### src/ctx_consts.vh
// Register offsets, field positions and codes of the context list control block
`ifndef CTX_CONSTS_VH
`define CTX_CONSTS_VH
// Register word addresses (byte address / 4 on the slave port)
`define ADDR_CTRL_SET    4'h0
`define ADDR_CTRL_CLR    4'h1
`define ADDR_CTRL        4'h2
`define ADDR_LIST_PTR    4'h3
`define ADDR_CFG         4'h4
`define ADDR_EVENTS      4'h5
`define ADDR_FETCH_ADDR  4'h6
`define ADDR_FETCH_DATA  4'h7
`define ADDR_DONE        4'h8
// Control register bit positions
`define BIT_GO           15
`define BIT_CHANGED      12
`define BIT_BUSY         10
`define BIT_FATAL        11
`define CODE_LSB         0
`define CODE_MSB         4
// Config register fields
`define CFG_KIND_LSB     0
`define CFG_KIND_MSB     1
`define KIND_ASYNC_TX    2'h0
`define KIND_ASYNC_RX    2'h1
`define KIND_ISO_TX      2'h2
`define KIND_ISO_RX      2'h3
// Event codes recorded on a fatal halt
`define EVT_DESC_READ    5'h16
`define EVT_UNKNOWN      5'h1e
// Pointer field layout
`define PTR_ADDR_LSB     4
`define PTR_Z_MSB        3
// Read answer to an unmapped address
`define UNMAPPED_DATA    32'h00000000
`endif

### src/dma_context_list_control.v
// Descriptor-list context control engine with its register file
// Summary of operation
// - Zero-count branch: fetch branch pointer once more
// - Still zero ends list, else continue
// - Clear list-changed before each fetch or refetch
// - List-changed ignored while go is clear
// - Only engine sets busy, on go or changed
// - Busy clears: end, stop, fatal, reset
// - Async transmit contexts drop busy on bus reset
// - Busy falling with go clear raises completion
// - Fatal error sets fatal, clears busy, keeps go
// - Fatal raises global error, suppresses completion
// - Fatal clears only by go clear or reset
// - Fatal cause recorded as completion event code
// - Bad count at go start is fatal
// - Pointer readback is the engine's pointer, whatever the flags
// - Count readback free except after write
// - Control examined at every scheduling slot
// - Isochronous stop waits for packet end
// - Pointer holds 28 address bits and count
`timescale 1ns/10ps
`include "ctx_consts.vh"
module dma_context_list_control (
  input  wire        core_clk,         // 100 MHz clock
  input  wire        sys_rst,          // Hardware reset, synchronous high
  input  wire [3:0]  address,          // Avalon word address
  input  wire        read,             // Avalon read
  input  wire        write,            // Avalon write
  input  wire [31:0] writedata,        // Avalon write data
  output wire        waitrequest,      // Avalon wait
  output wire [31:0] readdata,         // Avalon read data
  input  wire        sched_slot,       // Scheduling slot pulse from the datapath
  input  wire        bus_reset_pin,    // Serial bus reset level from outside
  input  wire        pkt_in_flight,    // Datapath is mid-packet
  output reg         fetch_req_r,      // Descriptor fetch request level
  output reg  [27:0] desc_block_pointer, // Address of block being fetched
  input  wire        fetch_ack,        // Fetch done pulse
  input  wire        fetch_err,        // Fetch failed, with fetch_ack
  input  wire [31:0] fetch_branch,     // Branch pointer word of fetched block
  input  wire        desc_done,        // Block fully executed pulse
  input  wire        desc_irq_req,     // Completed block asks for interrupt
  input  wire        proc_err,         // Fatal processing error pulse
  input  wire [4:0]  proc_err_code,    // Event code of that error
  output reg         run_out_r,        // Datapath may process packets
  output reg         irq_event_reg,    // Completion event pulse
  output reg         fatal_irq_event   // Global unrecoverable event pulse
);
  // Engine states
  localparam ST_IDLE  = 3'd0;
  localparam ST_FETCH = 3'd1;
  localparam ST_RUN   = 3'd2;
  localparam ST_REFET = 3'd3;
  localparam ST_STOP  = 3'd4;

  reg [2:0]  state_r;          // Engine state
  reg        go_r;             // Software go flag
  reg        changed_r;        // List-changed flag
  reg        busy_r;           // Busy flag, engine owned
  reg        fatal_r;          // Fatal-halt flag
  reg [4:0]  code_r;           // Completion event code
  reg [31:0] list_pointer_reg; // Pointer: address[31:4], count[3:0]
  reg [31:0] next_ptr_r;       // Branch awaiting the next fetch
  reg [1:0]  kind_r;           // Context kind
  reg [31:0] evt_cnt_r;        // Count of completion events, readable
  reg        busy_d_r;         // Busy one cycle ago
  reg        start_r;          // Fresh go waits for its first slot
  wire       bus_rst_s;        // Synchronised bus reset
  wire       chg_set;          // Software sets list-changed this cycle
  wire       wr_stb;
  wire [3:0] wr_addr;
  wire [31:0] wr_data;
  reg [31:0] rd_value;

  // A software append in the same cycle as an engine clear must survive,
  // so the engine clears of list-changed before a fetch or refetch are gated by this strobe
  assign chg_set = wr_stb && (wr_addr == `ADDR_CTRL_SET) && wr_data[`BIT_CHANGED];

  // Count field check for the context kind
  function count_ok;
    input [3:0] z;
    input [1:0] kind;
    begin
      count_ok = (kind == `KIND_ASYNC_RX) ? (z == 4'h1) : (z != 4'h0);
    end
  endfunction

  sync3 u_sync (
    .core_clk (core_clk),
    .sys_rst  (sys_rst),
    .din      (bus_reset_pin),
    .dout_r   (bus_rst_s)
  );

  avmm_slave u_bus (
    .core_clk    (core_clk),
    .sys_rst     (sys_rst),
    .address     (address),
    .read        (read),
    .write       (write),
    .writedata   (writedata),
    .rd_value    (rd_value),
    .waitrequest (waitrequest),
    .readdata    (readdata),
    .wr_stb_r    (wr_stb),
    .wr_addr_r   (wr_addr),
    .wr_data_r   (wr_data)
  );

  // Read mux; pointer reads back the engine's view
  always @* begin
    if (address == `ADDR_CTRL || address == `ADDR_CTRL_SET || address == `ADDR_CTRL_CLR) begin
      rd_value = 32'h00000000;
      rd_value[`BIT_GO]      = go_r;
      rd_value[`BIT_CHANGED] = changed_r;
      rd_value[`BIT_FATAL]   = fatal_r;
      rd_value[`BIT_BUSY]    = busy_r;
      rd_value[`CODE_MSB:`CODE_LSB] = code_r;
    end else if (address == `ADDR_LIST_PTR) begin
      rd_value = list_pointer_reg;
    end else if (address == `ADDR_CFG) begin
      rd_value = {30'h00000000, kind_r};
    end else if (address == `ADDR_EVENTS) begin
      rd_value = evt_cnt_r;
    end else begin
      rd_value = `UNMAPPED_DATA;
    end
  end

  // Main control process: flags, pointer, fetch sequencing
  always @(posedge core_clk) begin
    if (sys_rst) begin
      state_r          <= ST_IDLE;
      go_r             <= 1'b0;
      changed_r        <= 1'b0;
      busy_r           <= 1'b0;
      fatal_r          <= 1'b0;
      code_r           <= 5'h00;
      list_pointer_reg <= 32'h00000000;
      next_ptr_r       <= 32'h00000000;
      kind_r           <= `KIND_ASYNC_TX;
      fetch_req_r      <= 1'b0;
      desc_block_pointer <= 28'h0000000;
      run_out_r        <= 1'b0;
      busy_d_r         <= 1'b0;
      start_r          <= 1'b0;
      evt_cnt_r        <= 32'h00000000;
      irq_event_reg    <= 1'b0;
      fatal_irq_event  <= 1'b0;
    end else begin
      irq_event_reg   <= 1'b0;
      fatal_irq_event <= 1'b0;
      busy_d_r        <= busy_r;
      // Software writes; set and clear registers avoid read-modify-write races
      if (wr_stb) begin
        if (wr_addr == `ADDR_CTRL_SET) begin
          if (wr_data[`BIT_GO]) begin
            go_r <= 1'b1;
            // Only a clear-to-set change of go starts a list; a repeat is ignored
            if (!go_r) begin
              start_r <= 1'b1;
            end
          end
          if (wr_data[`BIT_CHANGED]) begin
            changed_r <= 1'b1;
          end
        end else if (wr_addr == `ADDR_CTRL_CLR) begin
          if (wr_data[`BIT_GO]) begin
            // Clearing go ends a fatal halt and forgets its cause
            go_r    <= 1'b0;
            fatal_r <= 1'b0;
            code_r  <= 5'h00;
            start_r <= 1'b0;
          end
          if (wr_data[`BIT_CHANGED]) begin
            changed_r <= 1'b0;
          end
        end else if (wr_addr == `ADDR_LIST_PTR) begin
          // Not guarded: software must only write while idle
          list_pointer_reg <= wr_data;
        end else if (wr_addr == `ADDR_CFG) begin
          kind_r <= wr_data[`CFG_KIND_MSB:`CFG_KIND_LSB];
        end
      end
      // Completion event when busy falls with go already clear, unless fatal
      if (busy_d_r && !busy_r && !go_r && !fatal_r) begin
        irq_event_reg <= 1'b1;
        evt_cnt_r     <= evt_cnt_r + 32'h00000001;
      end else if (desc_done && desc_irq_req && !fatal_r) begin
        irq_event_reg <= 1'b1;
        evt_cnt_r     <= evt_cnt_r + 32'h00000001;
      end
      // Fatal halt holds busy clear
      if (fatal_r) begin
        busy_r      <= 1'b0;
        fetch_req_r <= 1'b0;
        run_out_r   <= 1'b0;
        state_r     <= ST_IDLE;
      end else if (bus_rst_s && kind_r == `KIND_ASYNC_TX && busy_r && !fetch_req_r) begin
        // Level, not edge: an outstanding fetch is let finish first, then busy drops
        busy_r      <= 1'b0;
        fetch_req_r <= 1'b0;
        run_out_r   <= 1'b0;
        state_r     <= ST_IDLE;
      end else begin
        case (state_r)
          ST_IDLE: begin
            // Slot check: a fresh go starts at the pointer, a wake rereads the tail.
            // Without the fresh-go mark an ended list would restart at every slot.
            if (sched_slot && go_r && !busy_r && start_r) begin
              start_r <= 1'b0;
              if (!count_ok(list_pointer_reg[`PTR_Z_MSB:0], kind_r)) begin
                fatal_r         <= 1'b1;
                code_r          <= `EVT_UNKNOWN;
                fatal_irq_event <= 1'b1;
              end else begin
                busy_r      <= 1'b1;
                if (!chg_set) begin
                  changed_r <= 1'b0;
                end
                fetch_req_r <= 1'b1;
                desc_block_pointer <= list_pointer_reg[31:`PTR_ADDR_LSB];
                state_r     <= ST_FETCH;
              end
            end else if (sched_slot && go_r && changed_r && !busy_r) begin
              // Wake after the list ended: reread the tail's branch pointer
              busy_r      <= 1'b1;
              if (!chg_set) begin
                changed_r <= 1'b0;
              end
              fetch_req_r <= 1'b1;
              desc_block_pointer <= list_pointer_reg[31:`PTR_ADDR_LSB];
              state_r     <= ST_REFET;
            end else if (!go_r) begin
              // Go clear: list-changed is disregarded
              changed_r <= 1'b0;
            end
          end
          ST_FETCH, ST_REFET: begin
            if (fetch_ack) begin
              fetch_req_r <= 1'b0;
              if (fetch_err) begin
                fatal_r         <= 1'b1;
                code_r          <= `EVT_DESC_READ;
                fatal_irq_event <= 1'b1;
              end else if (state_r == ST_REFET) begin
                if (fetch_branch[`PTR_Z_MSB:0] == 4'h0) begin
                  busy_r  <= 1'b0;
                  state_r <= ST_IDLE;
                end else begin
                  list_pointer_reg <= fetch_branch;
                  next_ptr_r <= fetch_branch;
                  run_out_r  <= go_r;
                  state_r    <= ST_RUN;
                end
              end else begin
                next_ptr_r <= fetch_branch;
                run_out_r  <= go_r;
                state_r    <= ST_RUN;
              end
            end
          end
          ST_RUN: begin
            if (proc_err) begin
              fatal_r         <= 1'b1;
              code_r          <= proc_err_code;
              fatal_irq_event <= 1'b1;
            end else if (!go_r) begin
              state_r <= ST_STOP;
            end else if (desc_done) begin
              run_out_r <= 1'b0;
              // An append landing in this cycle keeps the flag set
              if (!chg_set) begin
                changed_r <= 1'b0;
              end
              fetch_req_r <= 1'b1;
              if (next_ptr_r[`PTR_Z_MSB:0] == 4'h0) begin
                // Re-read the tail's pointer in case software appended
                desc_block_pointer <= list_pointer_reg[31:`PTR_ADDR_LSB];
                state_r <= ST_REFET;
              end else begin
                list_pointer_reg   <= next_ptr_r;
                desc_block_pointer <= next_ptr_r[31:`PTR_ADDR_LSB];
                state_r <= ST_FETCH;
              end
            end
          end
          ST_STOP: begin
            // Isochronous contexts finish the packet in flight first
            if (!pkt_in_flight || kind_r == `KIND_ASYNC_TX || kind_r == `KIND_ASYNC_RX) begin
              run_out_r <= 1'b0;
              busy_r    <= 1'b0;
              state_r   <= ST_IDLE;
            end
          end
          default: begin
            state_r <= ST_IDLE;
          end
        endcase
      end
    end
  end
endmodule

### src/sync3.v
// Three-stage synchroniser with agreement filter for an external level
`timescale 1ns/10ps
module sync3 (
  input  wire core_clk,  // Block clock
  input  wire sys_rst,   // Synchronous reset
  input  wire din,       // Asynchronous input
  output reg  dout_r     // Filtered level
);
  reg s1_r;  // First stage, read only by s2_r
  reg s2_r;  // Second stage
  reg s3_r;  // Third stage

  // Change is taken only once stages two and three agree
  always @(posedge core_clk) begin
    if (sys_rst) begin
      s1_r   <= 1'b0;
      s2_r   <= 1'b0;
      s3_r   <= 1'b0;
      dout_r <= 1'b0;
    end else begin
      s1_r <= din;
      s2_r <= s1_r;
      s3_r <= s2_r;
      if (s2_r == s3_r) begin
        dout_r <= s3_r;
      end
    end
  end
endmodule

### src/avmm_slave.v
// Avalon-MM slave front end: registers one request, answers one cycle later
`timescale 1ns/10ps
module avmm_slave (
  input  wire        core_clk,      // Block clock
  input  wire        sys_rst,       // Synchronous reset
  input  wire [3:0]  address,       // Word address
  input  wire        read,          // Read request
  input  wire        write,         // Write request
  input  wire [31:0] writedata,     // Write data
  input  wire [31:0] rd_value,      // Register value for the held address
  output reg         waitrequest,   // Stall until answer ready
  output reg  [31:0] readdata,      // Read data
  output reg         wr_stb_r,      // One-cycle write strobe
  output reg  [3:0]  wr_addr_r,     // Write address
  output reg  [31:0] wr_data_r      // Write data
);
  reg done_r;  // Set in the answer cycle so the next edge raises waitrequest again

  // Every request is taken on the second edge; waitrequest falls in between
  always @(posedge core_clk) begin
    if (sys_rst) begin
      done_r      <= 1'b0;
      waitrequest <= 1'b1;
      readdata    <= 32'h00000000;
      wr_stb_r    <= 1'b0;
      wr_addr_r   <= 4'h0;
      wr_data_r   <= 32'h00000000;
    end else begin
      wr_stb_r <= 1'b0;
      if ((read || write) && !done_r) begin
        done_r      <= 1'b1;
        waitrequest <= 1'b0;
        readdata    <= rd_value;
        wr_stb_r    <= write;
        wr_addr_r   <= address;
        wr_data_r   <= writedata;
      end else begin
        // Release cycle: waitrequest back high before the next request
        done_r      <= 1'b0;
        waitrequest <= 1'b1;
      end
    end
  end
endmodule

### config.mk
export PLATFORM = sky130hd
export DESIGN_NAME = dma_context_list_control
export DESIGN_NICKNAME = d
export VERILOG_FILES = /design/src/dma_context_list_control.v /design/src/sync3.v /design/src/avmm_slave.v
export VERILOG_INCLUDE_DIRS = /design/src
export SDC_FILE = /design/constraint.sdc
export NUM_CORES = 1
export LEC_CHECK = 0
export BUFFER_PORTS_ARGS = -buffer_cell sky130_fd_sc_hd__buf_2
export CORE_ASPECT_RATIO = 1.5
export CORE_MARGIN = 3
export CORE_UTILIZATION = 40
export DETAILED_ROUTE_END_ITERATION = 16
export PLACE_DENSITY = 0.56
export SYNTH_ARGS = -nofsm -noshare
export SYNTH_HDL_FRONTEND = slang
export SYNTH_SLANG_ARGS = --single-unit
export TNS_END_PERCENT = 30
### constraint.sdc
create_clock -name core_clk -period 3.33 [get_ports core_clk]
set_clock_uncertainty 0.2 [all_clocks]
set_input_delay 0.8325 -clock core_clk [delete_from_list [all_inputs] [get_ports core_clk]]
set_output_delay 0.8325 -clock core_clk [all_outputs]
set_load 0.05 [all_outputs]
### Word-level counts from Yosys, hierarchy flattened

Index checks and enable logic that the tools add are counted.

* bits of input ports: 85
* register bits: 219

* equal/unequal tests: 28
* reduce and logical (&&, ||, !) cells: 51
* add/subtract/negate cells: 1
* bitwise logic cells: 7
* muxes and demuxes: 131

Operator list (count)
* 2-to-1 mux 32 bit: 22
* 2-to-1 mux 28 bit: 7
* 2-to-1 mux 1 bit: 69
* case mux 32 bit (2 select lines): 1
* case mux 28 bit (2 select lines): 1
* 2-to-1 mux 5 bit: 11
* adder 32 x 1 -> 32 bit (second input constant): 1
* 2-to-1 mux 3 bit: 10
* AND reduction 8 bit: 3
* != test 2 bit (second input constant): 9
* logical AND 1 bit: 16
* zero test 4 bit: 4
* case mux 1 bit (3 select lines): 5
* case mux 5 bit (3 select lines): 1
* AND reduction 7 bit: 2
* equality test 4 x 1 -> 1 bit (second input constant): 3
* equality test 4 x 2 -> 1 bit (second input constant): 3
* equality test 4 x 3 -> 1 bit (second input constant): 3
* != test 3 bit (second input constant): 4
* case mux 3 bit (4 select lines): 1
* nonzero test 3 bit: 3
* inverter 1 bit: 7
* equality test 3 x 2 -> 1 bit (second input constant): 2
* zero test 1 bit: 6
* other kinds (16): 24

### Longest topological paths before layout

Gate-level depths: netlist (run 1).

* depth in word-level cells: 12
* depth in mapped cells: 8
* mapped depth without buffers: 7

### Hierarchy

Synthesis (run 1) repeated with hierarchy kept, for this count alone.

* cell total of the unflattened synthesis: 1100
* area total of the unflattened synthesis: 10361.2 µm²

By module, submodules not included
* dma_context_list_control: times used 1, seq. area each 2882.8 µm², cells each 787, area an instance 7131.8 µm²
* avmm_slave: times used 1, seq. area each 1421.4 µm², cells each 303, area an instance 3116.7 µm²
* sync3: times used 1, seq. area each 80.1 µm², cells each 10, area an instance 112.6 µm²

### Worst setup path before layout (run 1)

Ideal clock, no wire load.

* path kind: input port to flip-flop
* start point: in fetch_ack
* end point: reg list_pointer_reg[10]
* arrival time: 2304 ps
* required time: 2996 ps
* setup time: 134 ps
* slack: 693 ps
* stages on the path: 6
* cells stage by stage: nor4bb_1 -> nand3b_1 -> a221o_1 -> o21ai_1 -> clkbuf_1 -> o22ai_1

* word-level cells in the longest chain between the ends: 4

Ends and longest elaborated chain
* start, declared: RTL line dma_context_list_control.v:37 `input wire fetch_ack,`
* 2-to-1 mux 32 bit: RTL line dma_context_list_control.v:239 `if (fetch_ack) begin`
* case mux 32 bit (2 select lines): RTL line dma_context_list_control.v:205 `case (state_r)`
* 2-to-1 mux 32 bit: RTL line dma_context_list_control.v:198 `` end else if (bus_rst_s && kind_r == `KIND_ASYNC_TX && busy_r && !fetch_req_r) begin ``
* 2-to-1 mux 32 bit: RTL line dma_context_list_control.v:193 `if (fatal_r) begin`
* end signal, assigned: RTL line dma_context_list_control.v:179 `list_pointer_reg <= wr_data;`
* end signal, assigned: RTL line dma_context_list_control.v:250 `list_pointer_reg <= fetch_branch;`
* end signal, assigned: RTL line dma_context_list_control.v:281 `list_pointer_reg <= next_ptr_r;`
* end, declared: RTL line dma_context_list_control.v:61 `reg [31:0] list_pointer_reg;`

No other way between the ends.
A chain may end at the register's enable or synchronous reset.

### Worst setup path after layout (run 1)

* start point: reg go_r
* end point: reg desc_block_pointer[14]

* word-level cells in the longest chain between the ends: 5
* elaborated cells on any way between the ends: 11
* classes of those cells: 3 x eq/ne; 2 x mux; 6 x reduce/logical

Ends and longest elaborated chain
* start, declared: RTL line dma_context_list_control.v:56 `reg go_r;`
* start signal, assigned: RTL line dma_context_list_control.v:133 `go_r <= 1'b0;`
* start signal, assigned: RTL line dma_context_list_control.v:157 `go_r <= 1'b1;`
* start signal, assigned: RTL line dma_context_list_control.v:169 `go_r <= 1'b0;`
* logical AND 1 bit: RTL line dma_context_list_control.v:209, dma_context_list_control.v:224
* logical AND 1 bit (on tied branches) (2 in series): RTL line dma_context_list_control.v:209, dma_context_list_control.v:224
* != test 3 bit (no source line) or 2-to-1 mux 28 bit (tied branches)
* AND reduction 8 bit (no source line) or case mux 28 bit (2 select lines) (tied branches)
* end signal, assigned: RTL line dma_context_list_control.v:221 `` desc_block_pointer <= list_pointer_reg[31:`PTR_ADDR_LSB]; ``
* end signal, assigned: RTL line dma_context_list_control.v:231 `` desc_block_pointer <= list_pointer_reg[31:`PTR_ADDR_LSB]; ``
* end signal, assigned: RTL line dma_context_list_control.v:278 `` desc_block_pointer <= list_pointer_reg[31:`PTR_ADDR_LSB]; ``
* end, declared: RTL line dma_context_list_control.v:36 `output reg [27:0] desc_block_pointer,`

Several ways; a longest one is shown, not always the timed one.

==> summary.md, run 1 <==
| Metric | Value |
|---|---|
| Async SR Flop Fraction | `0%` |
| RSZ-0062 raised after global routing | `false` |
| Total number of vias | `8062` |
| Final period util | `80.97%` |
| Finished Cell Area | `0.01096 sq mm` |
| TritonCTS buffer count | `23` |
| Status | `finished, final reports clean` |
| Initial cell density of the core | `41.22%` |
| CTS H-tree depth | `1` |
| WP data required | `3540 ps` |
| EDFF count, synth | `0` |
| Setup CP Type | `register to register` |
| Die X | `129.1 microns` |
| CTS tree | `built` |
| Initial antenna violation count | `0` |
| # setup viols final | `0` |
| Wire per inst | `20.73 microns` |
| Post-CTS Setup Inserts | `0` |
| Crit path max fanout | `15` |
| Fmax | `0.3709 GHz` |
| Flop pwr share | `45.7%` |
| CP dominant cell by count | `a211oi_1` |
| Hold_buf cts | `0` |
| Maximum single-stage delay on the critical path | `640 ps` |
| Diode count | `0` |
| Total number of yosys warnings | `0` |
| Max_slew headroom | `39.49%` |
| Post-route ant nets | `0` |
| DRC | `0` |
| Yosys top cell area share | `48.24%` |
| Slowest cell on crit path | `dfxtp_1` |
| Placer Congestion | `0.9109` |
| Reg clk slew, reported paths | `60 ps` |
| Sequential share of the synthesized area | `48.24%` |
| Clock power frac | `41.0%` |
| CTS sink count | `219` |
| CTS root buf | `clkbuf_16` |
| Hold Fails Final Rpt | `0` |
| Seq cells post-synth | `219` |
| Fin crit period | `2696 ps` |
| Slew Viols, Final | `0` |
| Avg Inst Size Synth | `9.207 sq um` |
| Post-Syn Area | `0.009087 sq mm` |
| Setup TNS | `0 ps` |
| Rows | `66` |
| Yosys cell types | `61` |
| Worst IR Drop VDD | `353.9 uV` |
| CP delay by family, top | `compound AO/OA/AOI/OAI gates` |
| Placed Area | `0.01022 sq mm` |
| Detailed placement HPWL | `20280 microns` |
| Max clock buf depth | `3` |
| Commonest non-fill, non-tap cell in the layout | `dfxtp_1` |
| Total GRT Usage | `23.12%` |
| WP data arrival | `2900 ps` |
| Total congestion overflow | `0` |
| Tightest Hold Check Type | `register to register` |
| Vias in the first global route | `7898` |
| Die Y | `190.6 microns` |
| Iteration-0 DRC Markers | `577` |
| First-pass GRT wire length | `44560 microns` |
| Worst-skew pair later-pin latency | `500 ps` |
| Core area | `0.02205 sq mm` |
| Worst path bufs/invs | `1` |
| Sw Share | `26.92%` |
| I/O pin cnt | `150` |
| # port buffers | `149` |
| Worst-Margin Slew | `902.3 ps` |
| Leading cell types in the layout, fill and taps excluded | `dfxtp_1 (219), buf_2 (148), nand2_1 (129)` |
| Die area | `0.02460 sq mm` |
| Layout area overhead | `20.61%` |
| Max Cap Violations | `0` |
| Top cell type by total area after synthesis | `dfxtp_1` |
| DR pass1 iterations | `5` |
| Internal power | `4519 uW` |
| Ys flop type | `dfxtp_1` |
| CP Capture Type | `register` |
| Final worst-path setup slack | `633.7 ps` |
| Sw Pwr | `1665 uW` |
| Routed vias/inst | `5.730` |
| Synth top area cells | `dfxtp_1 (48%), mux2i_1 (7.2%), nand2_1 (5.3%), a22oi_1 (4.8%), a21oi_1 (4.6%)` |
| Startpoint types | `register` |
| Mapped Nets | `1073` |
| Largest net degree at the start of global routing | `69` |
| Final nets | `1207` |
| Routed WL | `29160 microns` |
| Share of cells above drive strength 1 | `20.53%` |
| Post-cts resize count | `0` |
| Pleak | `0.004263 uW` |
| Worst path cell trace | `nand4b_1 -> a211oi_1 -> o31ai_4 -> and2_1 -> buf_4 -> a211oi_1` |
| Cell count after synthesis | `987` |
| Pwr dens | `564.1 mW/mm^2` |
| Dpl ws | `424.2 ps` |
| Combinational power share | `13.3%` |
[path summary, 6_finish.rpt]
path                                         end  cells after the start  slack, ps                    from
min                       u_sync.s2_r$_SDFF_PP0_                      1        240  u_sync.s1_r$_SDFF_PP0_
min reg2reg               u_sync.s2_r$_SDFF_PP0_                      1        240  u_sync.s1_r$_SDFF_PP0_
max reg2reg  desc_block_pointer[14]$_SDFFE_PP0P_                      6        630       go_r$_SDFFE_PP0P_
max          desc_block_pointer[14]$_SDFFE_PP0P_                      6        630       go_r$_SDFFE_PP0P_
[through the flow]
| stage | power, uW | util [%] | hold slack, ps | instances |
|---|---|---|---|---|
| 5_1_grt | 6406 | 49.71 | 254.6 | 1407 |
| 3_3_place_gp | 3691 | 46.33 | 224.2 | 1368 |
| 2_1_floorplan | 3357 | - | 213.8 | 987 |
| 6_report | 6183 | 49.71 | 244.3 | 1407 |
| 4_1_cts | 6225 | 49.71 | 238.1 | 1407 |
| 3_5_place_dp | 3695 | 46.33 | 224.6 | 1368 |
[logic make-up (layout without fill, tap and decap cells)]
group                    count (synthesis)  in the layout  share of synthesized area [%]
adder cells (fa/ha/maj)                  1              1                         0.1377
XOR/XNOR                                27             27                          2.602
buffers and inverters                   80            228                          3.401
flip-flops                             219            219                          48.24
AO/OA/AOI/OAI                          317            317                          23.60
AND/OR/NAND/NOR                        278            278                          14.86
multiplexers                            65             65                          7.160
[routing by layer]
| layer | part of all wire (%) | track usage (%) | up-vias |
|---|---|---|---|
| met2 | 49 | 40.12 | 217 |
| met5 | 0 | 0 | - |
| met4 | 3.9 | 8.812 | 0 |
| li1 | - | - | 3899 |
| met3 | 4.1 | 2.859 | 54 |
| met1 | 42 | 29.04 | 3892 |
[power groups by stage]
stage	Sequential, uW	Combinational (uW)	Clock (uW)
after floorplan	2850	506	0
after CTS	2820	814	2590
after detailed placement	2880	813	0
final	2830	820	2540
after global routing	2840	888	2680
after global placement	2880	808	0
[Yosys cell counts, types with 8 or more instances]
library cell and number:
a211oi_1 31, a21oi_1 83, a22o_1 37, a22oi_1 58
and2_1 9, and3_1 8, clkbuf_1 58, dfxtp_1 219
mux2i_1 65, nand2_1 129, nand3_1 21, nand4_1 13
nor2_1 45, nor2b_1 8, o21ai_0 41, o22ai_1 32
xor2_1 23
[cell type report]
class                           count  area [sq um]
Tap cell                          272         340.3
Clock inverter                      3         40.04
Sequential cell                   219          4384
Fill cell                        2162         11090
Multi-Input combinational cell    688          4436
Timing Repair Buffer              181          1026
Inverter                            8         30.03
Clock buffer                       36         704.4
(Power assumes the default switching activity.)
==> inputs of run 2 (changes only) <==
- ABC_AREA: unset -> 1
- PLACE_DENSITY: 0.56 -> 0.54
- clock period: 3.33 -> 2.59 ns (I/O delays scaled with it)
==> run 2 against run 1 <==
Net effect: count of clock-buffer cells in the layout down 4; sequential share of layout area down 9.4 points; via count up 61%; fmax up 26%; first-iteration DRC count up 47%; critical endpoint is now evt_cnt_r[20]$_SDFFE_PP0P_; total power up 76%; clock power up 37%; synthesized cell count up 110%; core utilization down 1.8 points.
==> summary.md, run 2 <==
| Metric | Value |
|---|---|
| Status | `finished, final reports clean` |
| CTS tree | `built` |
| Total congestion overflow | `0 (unchanged)` |
| R2R cell count | `8 (+2)` |
| Die area | `0.03285 sq mm (+34%)` |
| Hold Fails Final Rpt | `0 (unchanged)` |
| Fill count | `3215 (+49%)` |
| Startpoint types | `register` |
| Core area | `0.02987 sq mm (+35%)` |
| Setup CP Type | `register to register` |
| Max_slew headroom | `69.58% (+30 points)` |
| DRC | `0 (unchanged)` |
| Worst-skew pair later-pin latency | `540 ps (+40 ps)` |
| Initial cell density of the core | `41.07% (-0.14 points)` |
| Hold_buf cts | `0 (unchanged)` |
| CTS H-tree depth | `1 (unchanged)` |
| Post-Syn Area | `0.01227 sq mm (+35%)` |
| Detailed placement HPWL | `30270 microns (+49%)` |
| Iteration-0 DRC Markers | `846 (+47%)` |
| Synth top area cells | `dfxtp_1 (36%), nand2_1 (24%), nand3_1 (11%), nor2_1 (5.9%), inv_1 (5.4%)` |
| Top layer in use | `met4` |
| Utilization after layout | `47.93% (-1.8 points)` |
| Total number of vias | `12.97k (+61%)` |
| Placer Congestion | `0.9435 (+3.6%)` |
| Most frequent cell after synthesis | `nand2_1` |
| WP data required | `2850 ps (-690 ps)` |
| Avg Inst Size Synth | `6.052 sq um (-34%)` |
| Sequential share of the synthesized area | `35.74% (-13 points)` |
| Total number of yosys warnings | `0 (unchanged)` |
| Total GRT Usage | `25.40% (+2.3 points)` |
| Dpl ws | `309.0 ps (-115.2 ps)` |
| Setup TNS | `0 ps (unchanged)` |
| Worst R2R Start | `go_r$_SDFFE_PP0P_` |
| Post-CTS Setup Inserts | `0 (unchanged)` |
| Ys flop type | `dfxtp_1` |
| DR pass1 iterations | `6 (+1)` |
| DRT met1 WL | `18670 microns (+51%)` |
| Largest net degree at the start of global routing | `66 (-4.3%)` |
| Metal2 WL | `20350 microns (+41%)` |
| Max clock buf depth | `3 (unchanged)` |
| Final nets | `2226 (+84%)` |
| EDFF count, synth | `0 (unchanged)` |
| # port buffers | `149 (unchanged)` |
| Die X | `149.0 microns (+15%)` |
| Pleak | `0.007397 uW (+74%)` |
| RSZ-0062 raised after global routing | `false` |
| Crit path max fanout | `10 (-5)` |
| Rows | `77 (+17%)` |
| Post-cts resize count | `0 (unchanged)` |
| Tightest Hold Check Type | `input pin to register` |
| Worst Hold Depth | `3 (+2)` |
| Reg2Reg Setup Slack | `450 ps (-180 ps)` |
| Commonest non-fill, non-tap cell in the layout | `nand2_1` |
| Worst-Margin Slew | `456.3 ps (-445.9 ps)` |
| CTS sink count | `219 (unchanged)` |
| Max Cap Violations | `0 (unchanged)` |
| I/O pin cnt | `150 (unchanged)` |
| Slew Viols, Final | `0 (unchanged)` |
| First-pass GRT wire length | `66590 microns (+49%)` |
| WP data arrival | `2400 ps (-500 ps)` |
| Reg clk slew, reported paths | `70 ps (about the same)` |
| CTS root buf | `clkbuf_16` |
| Async SR Flop Fraction | `0% (unchanged)` |
| Wire length on met3 | `2119 microns (+75%)` |
| Yosys top cell area share | `35.74% (-13 points)` |
| Routed WL | `42570 microns (+46%)` |
| Final period util | `82.60% (+1.6 points)` |
| Cell count after synthesis | `2027 (+110%)` |
| Wire per inst | `16.68 microns (-20%)` |
| TritonCTS buffer count | `24 (+4.3%)` |
| Seq cells post-synth | `219 (unchanged)` |
| Share of cells above drive strength 1 | `12.15% (-8.4 points)` |
| Worst IR Drop VDD | `724.6 uV (+100%)` |
| Post-synth top cells | `nand2_1 (775), nand3_1 (271), dfxtp_1 (219)` |
| Fin crit period | `2139 ps (-557.0 ps)` |
| Fmax | `0.4674 GHz (+26%)` |
| Initial antenna violation count | `0 (unchanged)` |
| Layout area overhead | `16.70%` |
| Post-route ant nets | `0 (unchanged)` |
| # setup viols final | `0 (unchanged)` |
| Die Y | `220.5 microns (+16%)` |
| Yosys cell types | `41 (-33%)` |
| CP Capture Type | `register` |
| Overall Power | `10880 uW (+76%)` |
| Leading cell types in the layout, fill and taps excluded | `nand2_1 (775), nand3_1 (270), dfxtp_1 (219)` |
| Top cell type by total area after synthesis | `dfxtp_1` |
| Worst min-delay path startpoint | `writedata[30]` |
| Pwr dens | `759.8 mW/mm^2 (+35%)` |
| Hold WS | `104.6 ps (-139.7 ps)` |
| Routed vias/inst | `5.083 (-11%)` |
| Mapped Nets | `2113 (+97%)` |
| Vias in the first global route | `12.04k (+52%)` |
| Diode count | `0 (unchanged)` |
| WHS Endpoint | `u_bus.wr_data_r[30]$_SDFFE_PP0P_` |
| Final worst-path setup slack | `450.7 ps (-183.0 ps)` |
| RR Endpoint | `evt_cnt_r[20]$_SDFFE_PP0P_` |
[run 2: cell count changes in the layout (fill, tap and decap cells not counted), sizes merged, moves of 55 or more]
cell and delta:
a22oi -57, inv +176, mux2i -65, nand2 +649
nand3 +251, nand3b +55, nor2 +157
[run 2: how the worst max path moves through the flow]
stage | start | endpoint | slack [ps]
final | go_r$_SDFFE_PP0P_ | evt_cnt_r[20]$_SDFFE_PP0P_ | 450
after global routing | go_r$_SDFFE_PP0P_ | evt_cnt_r[14]$_SDFFE_PP0P_ | 300
after CTS | go_r$_SDFFE_PP0P_ | evt_cnt_r[20]$_SDFFE_PP0P_ | 440
after detailed placement | sched_slot | desc_block_pointer[18]$_SDFFE_PP0P_ | 310
after global placement | sched_slot | desc_block_pointer[18]$_SDFFE_PP0P_ | 320
after floorplan | sys_rst | u_bus.readdata[23]$_SDFFE_PP0P_ | 550
[run 2: final cells by class]
class                   count  area [sq um]  share of cell area [%]
clock buffers              32         701.9                   4.903
inverters                 186         700.7                   4.895
well taps                 395         494.2                   3.452
clock inverters            11         90.09                  0.6293
multi-input cells        1513          6708                   46.86
flip-flops and latches    219          4384                   30.63
repair buffers            196          1236                   8.636
[run 2: report_power, final]
part / switching (uW) / internal (uW) / leakage [uW] / total [uW]
Sequential: 201 / 3650 / 0.00178 / 3850
Combinational: 2460 / 1080 / 0.00523 / 3540
Clock: 1490 / 2000 / 0.000385 / 3490
[run 2: logic make-up (layout without fill, tap and decap cells)]
logic type,after synthesis,count (layout),share of synthesized area (%)
xor gates and xnor gates,4,4,0.2856
and+or+nand+nor,1337,1337,46.37
AOI/OAI and AO/OA,171,171,7.660
adders and majority gates,1,1,0.1020
buffers and inverters,295,425,9.843
DFF,219,219,35.74
[run 2: per-stage QoR]
| stage | cell area, sq um | std cells |
|---|---|---|
| after CTS | 14320 | 2552 |
| after global placement | 13520 | 2509 |
| after detailed placement | 13520 | 2509 |
| after global routing | 14320 | 2552 |
| after floorplan | 12270 | 2027 |
| final | 14320 | 2552 |
[run 2: metal layers]
metal / vias up / track usage (%)
li1: 6653 / -
met1: 5886 / 33.42
met2: 354 / 43.28
met3: 80 / 2.848
met4: 0 / 8.824
met5: - / 0
[run 2: critical path, cell delays in order, from the launching register on]
cell and delay [ps]:
dfxtp_1 460, buf_4 210, nor2_1 50, nand3_1 70, nand2_1 260, inv_1 360
buf_4 240, nand2_1 60, a21oi_1 140
